[src/cdr_flags_cfg.svh]
`ifndef CDR_FLAGS_CFG_SVH
`define CDR_FLAGS_CFG_SVH

// Management bus device address (7 bits) and register byte addresses.
`define DEV_ADDR          7'h50
`define ADDR_STATUS       8'h02
`define ADDR_LOL_FLAGS    8'h05
`define ADDR_CDR_ENABLE   8'h62
`define ADDR_TX_EQ_HI     8'hEA
`define ADDR_TX_EQ_LO     8'hEB
`define ADDR_RX_EMPH_HI   8'hEC
`define ADDR_RX_EMPH_LO   8'hED
`define ADDR_RX_AMP_HI    8'hEE
`define ADDR_RX_AMP_LO    8'hEF

// Field positions and reset values.
`define DNR_BIT           0
`define CDR_ENABLE_RESET  8'h00
`define CODES_RESET       16'h0000

// Highest legal code of each 4-bit lane field.
`define LIMIT_RX_AMP      4'h3
`define LIMIT_TX_EQ       4'hA
`define LIMIT_RX_EMPH     4'h7

// Timing.
`define CLK_MHZ           200
`define RESET_MIN_US      2
`define RESET_MIN_CYCLES  (`RESET_MIN_US * `CLK_MHZ)
`define RESET_CNT_W       9
`define INIT_MAX_MS       2000
`define INIT_MAX_CYCLES   (`INIT_MAX_MS * 1000 * `CLK_MHZ)
`define SERIAL_MAX_MS     2000
`define SERIAL_MAX_CYCLES (`SERIAL_MAX_MS * 1000 * `CLK_MHZ)
`define INIT_CNT_W        29

`endif

[src/cdr_flags_pkg.sv]
`include "cdr_flags_cfg.svh"

package cdr_flags_pkg;

   typedef enum logic [3:0] {
      BUS_IDLE  = 4'b0000,
      BUS_ADDR  = 4'b0001,
      BUS_AACK  = 4'b0010,
      BUS_REG   = 4'b0011,
      BUS_WACK  = 4'b0100,
      BUS_WDATA = 4'b0101,
      BUS_RDATA = 4'b0110,
      BUS_RACK  = 4'b0111
   } bus_state_t;

   typedef struct packed {
      logic tx_lane4_lock_lost_latched;
      logic tx_lane3_lock_lost_latched;
      logic tx_lane2_lock_lost_latched;
      logic tx_lane1_lock_lost_latched;
      logic rx_lane4_lock_lost_latched;
      logic rx_lane3_lock_lost_latched;
      logic rx_lane2_lock_lost_latched;
      logic rx_lane1_lock_lost_latched;
   } lol_flags_t;

   typedef struct packed {
      logic tx_lane4_recovery_enable;
      logic tx_lane3_recovery_enable;
      logic tx_lane2_recovery_enable;
      logic tx_lane1_recovery_enable;
      logic rx_lane4_recovery_enable;
      logic rx_lane3_recovery_enable;
      logic rx_lane2_recovery_enable;
      logic rx_lane1_recovery_enable;
   } cdr_enable_t;

   typedef struct packed {
      logic [15:0] tx_eq;
      logic [15:0] rx_emph;
      logic [15:0] rx_amp;
   } lane_codes_t;

   typedef struct packed {
      logic [1:0] scl;
      logic [1:0] sda;
      logic       scl_p;
      logic       sda_p;
      logic [1:0] rst_n;
      logic [7:0] lol1;
      logic [7:0] lol2;
   } sync_t;

   typedef struct packed {
      sync_t                    sy;
      logic [`RESET_CNT_W-1:0]  rst_cnt;
      logic [`INIT_CNT_W-1:0]   init_cnt;
      logic                     dnr;
      logic                     init_evt;
      lol_flags_t               flags;
      cdr_enable_t              cdr_en;
      lane_codes_t              codes;
      bus_state_t               st;
      logic [3:0]               cnt;
      logic [7:0]               shift;
      logic [7:0]               ptr;
      logic                     rw;
      logic                     sda_o;
      logic                     sda_oe;
      logic                     att_n;
   } state_t;

endpackage : cdr_flags_pkg

[src/cdr_flags_and_signal_controls.sv]
`timescale 1ns/1ps
`default_nettype none
`include "cdr_flags_cfg.svh"

// What this block does
// Byte 5 bits 7-4 latch tx lock loss
// Byte 5 bits 3-0 latch rx lock loss
// Byte 98 bits 7-4 enable tx recovery
// Byte 98 bits 3-0 enable rx recovery
// Amplitude codes above 0011b are reserved
// Equalization codes above 1010b are reserved
// Emphasis codes above 0111b are reserved
// Fully functional within 2000 ms of start
// Reset pin counts only after 2 us low
// Serial bus answers within 2000 ms
// Clear not-ready bit and raise attention
// Functional within 2000 ms after reset release
// Reading flags clears them, drops attention
// Functional means attention raised on ready
// Lock loss stays latched until read
module cdr_flags_and_signal_controls
   import cdr_flags_pkg::*;
#(
   parameter int INIT_CYCLES   = `INIT_MAX_CYCLES,
   parameter int SERIAL_CYCLES = `SERIAL_MAX_CYCLES
) (
   // Clock and reset
   input  wire logic  clk_sys,
   input  wire logic  sys_rst,
   // Module pins
   input  wire logic  module_reset_n,
   input  wire logic  scl_in,
   input  wire logic  sda_in,
   output logic       sda_out,
   output logic       sda_oe,
   output logic       attention_out_n,
   // Clock recovery lock status from the lanes
   input  wire logic [3:0] tx_lock_lost,
   input  wire logic [3:0] rx_lock_lost,
   // Lane controls
   output cdr_enable_t cdr_enable,
   output lane_codes_t lane_codes
);

   localparam logic [`INIT_CNT_W-1:0]  INIT_LAST =
      `INIT_CNT_W'(INIT_CYCLES - 1);
   localparam logic [`INIT_CNT_W-1:0]  SERIAL_LAST =
      `INIT_CNT_W'(SERIAL_CYCLES - 1);
   localparam logic [`RESET_CNT_W-1:0] RESET_MIN =
      `RESET_CNT_W'(`RESET_MIN_CYCLES);

   state_t st_ff;
   state_t nxt_st;

   function automatic state_t init_state();
      state_t s;
      s        = '0;
      // Sync stages start at the idle pin levels so no false edge follows reset.
      s.sy.scl   = 2'b11;
      s.sy.sda   = 2'b11;
      s.sy.scl_p = 1'b1;
      s.sy.sda_p = 1'b1;
      s.sy.rst_n = 2'b11;
      s.dnr    = 1'b1;
      s.att_n  = 1'b1;
      s.cdr_en = `CDR_ENABLE_RESET;
      s.codes  = {`CODES_RESET, `CODES_RESET, `CODES_RESET};
      s.st     = BUS_IDLE;
      return s;
   endfunction : init_state

   // Each nibble is taken only if it is a legal code, else the old one stays.
   function automatic logic [7:0] keep_legal(input logic [7:0] old,
                                             input logic [7:0] wr,
                                             input logic [3:0] limit);
      logic [7:0] r;
      r = old;
      for (int i = 0; i < 2; i++) begin
         if (wr[i*4 +: 4] <= limit) begin
            r[i*4 +: 4] = wr[i*4 +: 4];
         end
      end
      return r;
   endfunction : keep_legal

   function automatic logic [7:0] rd_byte(input state_t s, input logic [7:0] a);
      logic [7:0] r;
      r = 8'h00;
      case (a)
         `ADDR_STATUS:     r[`DNR_BIT] = s.dnr;
         `ADDR_LOL_FLAGS:  r = s.flags;
         `ADDR_CDR_ENABLE: r = s.cdr_en;
         `ADDR_TX_EQ_HI:   r = s.codes.tx_eq[15:8];
         `ADDR_TX_EQ_LO:   r = s.codes.tx_eq[7:0];
         `ADDR_RX_EMPH_HI: r = s.codes.rx_emph[15:8];
         `ADDR_RX_EMPH_LO: r = s.codes.rx_emph[7:0];
         `ADDR_RX_AMP_HI:  r = s.codes.rx_amp[15:8];
         `ADDR_RX_AMP_LO:  r = s.codes.rx_amp[7:0];
         default:          r = 8'h00;
      endcase
      return r;
   endfunction : rd_byte

   always_comb begin
      logic       scl;
      logic       sda;
      logic       rise;
      logic       fall;
      logic       start;
      logic       stop;
      logic       bus_rdy;
      logic [7:0] rd;
      sync_t      sy;
      scl    = st_ff.sy.scl[1];
      sda    = st_ff.sy.sda[1];
      rise   = scl & ~st_ff.sy.scl_p;
      fall   = ~scl & st_ff.sy.scl_p;
      start  = scl & st_ff.sy.scl_p & st_ff.sy.sda_p & ~sda;
      stop   = scl & st_ff.sy.scl_p & ~st_ff.sy.sda_p & sda;
      rd     = 8'h00;
      nxt_st = st_ff;

      sy.scl   = {st_ff.sy.scl[0], scl_in};
      sy.sda   = {st_ff.sy.sda[0], sda_in};
      sy.scl_p = scl;
      sy.sda_p = sda;
      sy.rst_n = {st_ff.sy.rst_n[0], module_reset_n};
      sy.lol1  = {tx_lock_lost, rx_lock_lost};
      sy.lol2  = st_ff.sy.lol1;
      nxt_st.sy    = sy;
      nxt_st.sda_o = 1'b0;

      // reset pulse width
      if (st_ff.sy.rst_n[1]) begin
         nxt_st.rst_cnt = '0;
      end else if (st_ff.rst_cnt != RESET_MIN) begin
         nxt_st.rst_cnt = st_ff.rst_cnt + `RESET_CNT_W'(1);
      end

      // serial bus ready
      bus_rdy = !st_ff.dnr || (st_ff.init_cnt >= SERIAL_LAST);

      // initialisation timer
      if (st_ff.dnr) begin
         if (st_ff.init_cnt == INIT_LAST) begin
            nxt_st.dnr      = 1'b0;
            nxt_st.init_evt = 1'b1;
         end else begin
            nxt_st.init_cnt = st_ff.init_cnt + `INIT_CNT_W'(1);
         end
      end

      if (start) begin
         nxt_st.st     = BUS_ADDR;
         nxt_st.cnt    = 4'h0;
         nxt_st.sda_oe = 1'b0;
      end else if (stop) begin
         nxt_st.st     = BUS_IDLE;
         nxt_st.sda_oe = 1'b0;
      end else if (rise) begin
         case (st_ff.st)
            BUS_ADDR, BUS_REG, BUS_WDATA: begin
               nxt_st.shift = {st_ff.shift[6:0], sda};
               nxt_st.cnt   = st_ff.cnt + 4'h1;
            end
            BUS_RDATA: nxt_st.cnt = st_ff.cnt + 4'h1;
            BUS_RACK: nxt_st.st = sda ? BUS_IDLE : BUS_AACK;
            default: ;
         endcase
      end else if (fall) begin
         case (st_ff.st)
            BUS_ADDR: begin
               if (st_ff.cnt == 4'h8) begin
                  if (st_ff.shift[7:1] == `DEV_ADDR && bus_rdy) begin
                     nxt_st.sda_oe = 1'b1;
                     nxt_st.rw     = st_ff.shift[0];
                     nxt_st.st     = BUS_AACK;
                  end else begin
                     nxt_st.st = BUS_IDLE;
                  end
               end
            end
            BUS_AACK: begin
               nxt_st.cnt = 4'h0;
               if (st_ff.rw) begin
                  rd            = rd_byte(st_ff, st_ff.ptr);
                  nxt_st.shift  = rd;
                  nxt_st.sda_oe = ~rd[7];
                  nxt_st.ptr    = st_ff.ptr + 8'h01;
                  nxt_st.st     = BUS_RDATA;
                  // clear on read
                  if (st_ff.ptr == `ADDR_LOL_FLAGS) begin
                     nxt_st.flags = '0;
                  end
                  // A ready event raised in the same cycle wins over the clear.
                  if (st_ff.ptr == `ADDR_STATUS) begin
                     nxt_st.init_evt = st_ff.dnr && (st_ff.init_cnt == INIT_LAST);
                  end
               end else begin
                  nxt_st.sda_oe = 1'b0;
                  nxt_st.st     = BUS_REG;
               end
            end
            BUS_REG: begin
               if (st_ff.cnt == 4'h8) begin
                  nxt_st.ptr    = st_ff.shift;
                  nxt_st.sda_oe = 1'b1;
                  nxt_st.st     = BUS_WACK;
               end
            end
            BUS_WACK: begin
               nxt_st.sda_oe = 1'b0;
               nxt_st.cnt    = 4'h0;
               nxt_st.st     = BUS_WDATA;
            end
            BUS_WDATA: begin
               if (st_ff.cnt == 4'h8) begin
                  nxt_st.ptr    = st_ff.ptr + 8'h01;
                  nxt_st.sda_oe = 1'b1;
                  nxt_st.st     = BUS_WACK;
                  case (st_ff.ptr)
                     // recovery enables
                     `ADDR_CDR_ENABLE: nxt_st.cdr_en = st_ff.shift;
                     // legal equalization codes
                     `ADDR_TX_EQ_HI: nxt_st.codes.tx_eq[15:8] =
                        keep_legal(st_ff.codes.tx_eq[15:8], st_ff.shift, `LIMIT_TX_EQ);
                     `ADDR_TX_EQ_LO: nxt_st.codes.tx_eq[7:0] =
                        keep_legal(st_ff.codes.tx_eq[7:0], st_ff.shift, `LIMIT_TX_EQ);
                     // legal emphasis codes
                     `ADDR_RX_EMPH_HI: nxt_st.codes.rx_emph[15:8] =
                        keep_legal(st_ff.codes.rx_emph[15:8], st_ff.shift, `LIMIT_RX_EMPH);
                     `ADDR_RX_EMPH_LO: nxt_st.codes.rx_emph[7:0] =
                        keep_legal(st_ff.codes.rx_emph[7:0], st_ff.shift, `LIMIT_RX_EMPH);
                     // legal amplitude codes
                     `ADDR_RX_AMP_HI: nxt_st.codes.rx_amp[15:8] =
                        keep_legal(st_ff.codes.rx_amp[15:8], st_ff.shift, `LIMIT_RX_AMP);
                     `ADDR_RX_AMP_LO: nxt_st.codes.rx_amp[7:0] =
                        keep_legal(st_ff.codes.rx_amp[7:0], st_ff.shift, `LIMIT_RX_AMP);
                     default: ;
                  endcase
               end
            end
            BUS_RDATA: begin
               if (st_ff.cnt == 4'h8) begin
                  nxt_st.sda_oe = 1'b0;
                  nxt_st.st     = BUS_RACK;
               end else begin
                  nxt_st.shift  = {st_ff.shift[6:0], 1'b0};
                  nxt_st.sda_oe = ~st_ff.shift[6];
               end
            end
            default: ;
         endcase
      end

      // latch lock loss, set wins over clear
      nxt_st.flags = nxt_st.flags | lol_flags_t'(st_ff.sy.lol2);

      // attention from pending events
      nxt_st.att_n = ~(st_ff.init_evt | (|st_ff.flags));

      // a valid reset pulse holds everything but the sync stages and reset counter in its start state
      if (st_ff.rst_cnt == RESET_MIN) begin
         nxt_st         = init_state();
         nxt_st.sy      = sy;
         nxt_st.rst_cnt = st_ff.rst_cnt;
         if (st_ff.sy.rst_n[1]) begin
            nxt_st.rst_cnt = '0;
         end
      end
   end

   always_ff @(posedge clk_sys) begin
      if (sys_rst) begin
         st_ff <= init_state();
      end else begin
         st_ff <= nxt_st;
      end
   end

   assign sda_out         = st_ff.sda_o;
   assign sda_oe          = st_ff.sda_oe;
   assign attention_out_n = st_ff.att_n;
   assign cdr_enable      = st_ff.cdr_en;
   assign lane_codes      = st_ff.codes;

endmodule : cdr_flags_and_signal_controls

`default_nettype wire

[config.mk]
export PLATFORM = sky130hd
export DESIGN_NAME = cdr_flags_and_signal_controls
export DESIGN_NICKNAME = d
export VERILOG_FILES = /design/src/cdr_flags_pkg.sv /design/src/cdr_flags_and_signal_controls.sv
export VERILOG_INCLUDE_DIRS = /design/src
export SDC_FILE = /design/constraint.sdc
export NUM_CORES = 1
export LEC_CHECK = 0
export ABC_CLOCK_PERIOD_IN_PS = 2700
export BUFFER_PORTS_ARGS = -buffer_cell sky130_fd_sc_hd__buf_4
export CAP_MARGIN = 10
export CORE_MARGIN = 5
export CORE_UTILIZATION = 39
export DETAILED_ROUTE_END_ITERATION = 8
export PLACE_DENSITY_LB_ADDON = 0.15
export SYNTH_ARGS = -nofsm -noshare
export SYNTH_HDL_FRONTEND = slang
export SYNTH_SLANG_ARGS = --single-unit
[constraint.sdc]
create_clock -name clk_sys -period 2.7 [get_ports clk_sys]
set_input_delay 0.54 -clock clk_sys [delete_from_list [all_inputs] [get_ports clk_sys]]
set_output_delay 0.54 -clock clk_sys [all_outputs]
set_load 0.01 [all_outputs]
# Yosys cells after proc, flatten, opt, wreduce, memory -nomap -nowiden
# Index checks and enable logic that the tools add are counted.
# W data, S select, Z words.
[classes]
n_mul = 0
mux = 83
reduce_logical = 43
n_bitwise = 20
n_eq_ne = 55
order_cmp = 7
n_div = 0
add_sub_neg = 4
shifts = 0
[ops]
columns = ["operator", "count"]
rows = [
  ["$mux W60", 6],
  ["$mux W65", 3],
  ["$mux W132", 1],
  ["$mux W8", 13],
  ["$reduce_and A8 Y1", 13],
  ["$mux W16", 6],
  ["$mux W90", 1],
  ["$mux W56", 1],
  ["$pmux W7 S8", 1],
  ["$mux W9", 6],
  ["$mux W4", 13],
  ["$eq A8 B8 Y1 const B", 6],
  ["$ne A6 B6 Y1 const B", 8],
  ["$mux W7", 6],
  ["$ne A6 B5 Y1 const B", 7],
  ["$reduce_and A7 Y1", 5],
  ["$mux W31", 1],
  ["$add A29 B1 Y29 const B", 1],
  ["$eq A29 B29 Y1 const B", 1],
  ["$ge A29 B29 Y1 const B", 1],
  ["$mux W29", 1],
  ["$ne A5 B5 Y1 const B", 5],
  ["$pmux W4 S6", 1],
  ["$pmux W8 S3", 1],
  ["48 further kinds", 104],
]
[totals]
n_memories = 0
output_inout_bits = 59
mem_bits_rw = 0
latchBits = 0
word_cells = 260
romBits = 0
register_bits = 156

# Longest topological paths before layout
[logic_depth]
word_depth = 20
mapped_depth = 9

# Worst setup path before layout
# Ideal clock, no wire load.
[synth_timing]
path_kind = "register to register"
start = "reg st_ff[151] (netlist name)"
end = "reg st_ff[17] (netlist name)"
setup_ns = 0.121
required_time_ns = 2.579
n_path_buf = 1
arrival_time_ns = 1.859
period_less_slack_ns = 1.980
path_slack_ns = 0.720
path_stages_with_launch = 10
path_cell_list = "dfxtp_1 > inv_1 > ha_1 > nor2_1 > o2111ai_1 > a211o_1 > buf_2 > or3_1 > o211ai_1 > a21oi_1"
[synth_between]
elab_chain_cells = 5
elab_cells_between_ends = 17
cone_classes = "eq/ne (3); mux (1); bitwise (10); reduce/logical (3)"
[synth_rtl]
columns = ["item", "line", "text"]
rows = [
  ["start, declared", "cdr_flags_and_signal_controls.sv:52", "state_t st_ff;"],
  ["start signal, assigned", "cdr_flags_and_signal_controls.sv:275", "st_ff <= init_state();"],
  ["start signal, assigned", "cdr_flags_and_signal_controls.sv:277", "st_ff <= nxt_st;"],
  ["$and A1 B1 Y1", "cdr_flags_and_signal_controls.sv:118, cdr_flags_and_signal_controls.sv:119", ""],
  ["$and A1 B1 Y1, on equally long branches (2 in a row)", "cdr_flags_and_signal_controls.sv:118, cdr_flags_and_signal_controls.sv:119", ""],
  ["$ne A5 B5 Y1 (no source line) or $not A1 Y1 (tied branches)", "--", ""],
  ["$reduce_and A7 Y1 (no source line)", "--", ""],
]
# Parallel ways exist; a longest one is shown, timed or not.
# A chain may end at the register's enable or synchronous reset.

# Final worst setup path
[layout_timing]
start = "reg st_ff[4] (netlist name)"
end = "reg st_ff[12] (netlist name)"
[layout_between]
elab_chain_cells = 10
elab_cells_between_ends = 18
cone_classes = "eq/ne (9); mux (9)"
[layout_rtl]
columns = ["item", "line", "text"]
rows = [
  ["$eq A8 B8 Y1, or another cell as far along", "cdr_flags_and_signal_controls.sv:89", "case (a)"],
  ["$pmux W1 S9 (*)", "cdr_flags_and_signal_controls.sv:89", ""],
  ["$mux W16 (*)", "cdr_flags_and_signal_controls.sv:185", "if (st_ff.rw) begin"],
  ["$mux W16 (*)", "cdr_flags_and_signal_controls.sv:170", "end else if (fall) begin"],
  ["$mux W16 (*)", "cdr_flags_and_signal_controls.sv:160", "end else if (rise) begin"],
  ["$mux W16 (*)", "cdr_flags_and_signal_controls.sv:157", "end else if (stop) begin"],
  ["$mux W16 (*)", "cdr_flags_and_signal_controls.sv:153", "if (start) begin"],
  ["$pmux W8 S2 (*)", "cdr_flags_and_signal_controls.sv:171", "case (st_ff.st)"],
  ["$mux W90 (*)", "cdr_flags_and_signal_controls.sv:170", ""],
  ["$mux W16 (*)", "cdr_flags_and_signal_controls.sv:160", ""],
]
# Every way passes the cells marked *; elsewhere a longest branch is shown, timed or not. The select of a mux whose other input is x is not followed.

==> results.cfg <==
[yosys]
postSynthAreaPerCell_sq_um = 8.53
synth_area_leader_cell = sky130_fd_sc_hd__dfxtp_1
synth_top_cells_by_area = sky130_fd_sc_hd__dfxtp_1 (39%), sky130_fd_sc_hd__mux2i_1 (6.2%), sky130_fd_sc_hd__buf_4 (6.0%)
seq_total_area_yosys = 0.389
netlist-cell-type-count = 80
synth_enable_flop_cells = 0
synthFlopType = sky130_fd_sc_hd__dfxtp_1
syn_nets = 955
netlist_area_sq_um = 7920
asyncSetResetFlopFracSynth = 0
yosys_warn_count = 0
synth.ff_latch_count = 154
synth_largest_type_area_fraction = 0.389
netlist_instances = 929

[grt]
maximum_number_of_pins_on_one_net_before_global_route_repair = 28
grt_overflow = 0
grt_first_pass_wirelength_microns = 34900
vias_in_the_first_global_route = 6174
grt_antenna_before_repair = 0
gr-usage-all-layers = 0.186

[worst_setup_path]
critical_path.n_buffers_inverters = 1
path_cells = inv_1 -> ha_1 -> nand2b_1 -> nor3_4 -> a2111oi_1 -> nand4_1 -> a221oi_1 -> nor2_1
worst_path_max_delay_cell = sky130_fd_sc_hd__a2111oi_1
cp_top_family = compound AO/OA/AOI/OAI gates
cp_slowest_stage_delay_ns = 0.60
timing_worst_setup_path_type = register to register
startpoint_type = register
cp_data_arrival_time_ns = 2.84
critPathRequiredTime_ns = 3.01
critPathCaptureType = register
worstPathMaxFanout = 10

[min_path]
min_path_type = input port to register

[placement]
gp_congestion = 0.867
dp_slack_ns = 0.106
port_buffers = 70
post-dp-hpwl_microns = 16100

[layout]
diodes = 0
drive_above_1_share = 0.193
layout.cells.most_common_list = sky130_fd_sc_hd__dfxtp_1 (154), sky130_fd_sc_hd__nor2_1 (123), sky130_fd_sc_hd__buf_4 (105)
final_common_cell = sky130_fd_sc_hd__dfxtp_1
area_growth_synth_to_finish_pct = 13.8
num-nets-final = 973

[die]
core.rowCount = 52
dieWidth_microns = 153
start_util = 0.394
die_h_microns = 153
die_area_sq_um = 23300
design.portCount = 72
core_region_area_sq_um = 20100

[sta]
fin_tns_setup_ns = 0
slew_headroom = 0.481
fin_skew_ns = 0.00788
period_minus_slack_ns = 2.53
finalHoldViolCount = 0
setup-violations-final = 0
achievable_freq_mhz = 396
rsz_0062_raised_after_global_routing = false
final_critical_path_setup_slack_ns = 0.172
final_critical_path_share_of_the_clock_period = 0.936
max_slew_violations = 0
slew_at_the_pin_closest_to_its_max_slew_limit_ns = 0.772

[job]
maxCapViolations = 0

[clock_tree]
clk_latency_ns = 0.42
post_cts_buffers = 0
worst_setup_hold_path_clk_slew_ns = 0.07
postCtsHoldBufs = 0
cts_resized = 0
htree_num_levels = 4
tritoncts = done
cts_made_buffers = 17
cts_root_buffer = sky130_fd_sc_hd__clkbuf_16
clk_path_buf_depth = 2
cts_num_sinks = 154

[outcome]
status = completed

[routing]
viasPerCell = 5.30
met2_wirelength_microns = 10200
routedWlPerCell_microns = 17.7
detailroute.wirelength.met3_microns = 1150
drt_iter0_markers = 443
top_signal_layer_used = met4
drt_pass1_iterations = 5
postRouteAntennaNets = 0
routed-via-count = 6515
drc = 0
met1Wirelength_microns = 10100
wl_microns = 21800

[power]
static_leakage_power_uw = 0.00344
vdd_ir_drop_max_v = 0.000396
power_per_cell_area_nw_per_um2 = 538
-- layer usage --
layer,up-vias,global-route usage
met2,127,0.295
met4,0,0.0543
met5,-,0
met3,30,0.0503
met1,3096,0.250
li1,3262,-
-- layout make-up --
| class | count | area [sq um] |
|---|---|---|
| Clock buffer | 20 | 457 |
| Clock inverter | 12 | 131 |
| Fill cell | 1983 | 11100 |
| Inverter | 23 | 86.3 |
| Multi-Input combinational cell | 643 | 4070 |
| Sequential cell | 154 | 3080 |
| Tap cell | 270 | 338 |
| Timing Repair Buffer | 108 | 848 |
-- path summary, 6_finish.rpt --
kind,end,start,depth (start not counted),slack [ns]
worst min register to register,st_ff[155]$_SDFF_PP1_,st_ff[154]$_SDFF_PP1_,1,0.41
worst min-delay path,st_ff[148]$_SDFF_PP1_,module_reset_n,2,0.30
worst max register to register,st_ff[12]$_SDFFE_PP0P_,st_ff[4]$_SDFFE_PP0P_,8,0.17
worst max-delay path,st_ff[12]$_SDFFE_PP0P_,st_ff[4]$_SDFFE_PP0P_,8,0.17
-- power by group --
group          total [uW]  internal, uW  switching (uW)
clock                2370          1350            1020
sequential           2320          2300            20.7
combinational         157          62.7            94.2
total                4850          3710            1140
-- cells by family after synthesis --
logic type | synth area share
adder cells (fa/ha/maj) | 0.0205
other | 0.000473
flip-flops | 0.389
XOR/XNOR | 0.0387
multiplexers | 0.0648
AND/OR/NAND/NOR | 0.237
AO/OA/AOI/OAI | 0.151
buffers and inverters | 0.0979
-- stage by stage --
stage / area, sq um / utilization / power [uW] / std cells / hold WS (ns)
after floorplan: 7920 / - / 2470 / 929 / 0.389
after global placement: 8430 / 0.419 / 2530 / 1198 / 0.392
after detailed placement: 8430 / 0.419 / 2530 / 1198 / 0.393
after CTS: 9010 / 0.448 / 4910 / 1230 / 0.274
after global routing: 9020 / 0.448 / 5040 / 1230 / 0.284
final: 9020 / 0.448 / 4850 / 1230 / 0.297
-- state kept, by name (all words and copies together), names as in the netlist --
signal / count
attention_out_n: 1
lane_codes: 48
sda_oe: 1
cdr_enable: 8
st_ff: 96
-- cell usage after synthesis (all sizes together) (5+ instances only) --
cell type / n
o31ai: 6
xor2: 19
o21ai: 49
nor3: 26
mux2i: 49
dfxtp: 154
nand4: 22
a221o: 5
inv: 22
nand2b: 8
nand3: 24
xnor2: 16
nor4: 10
and3: 8
nand2: 63
clkbuf: 25
o211ai: 7
a211oi: 8
buf: 84
or2: 14
a21oi: 51
a22oi: 16
and2: 7
ha: 13
or3: 13
nor2b: 19
nor2: 125
Power figures use the tool's default switching activity.
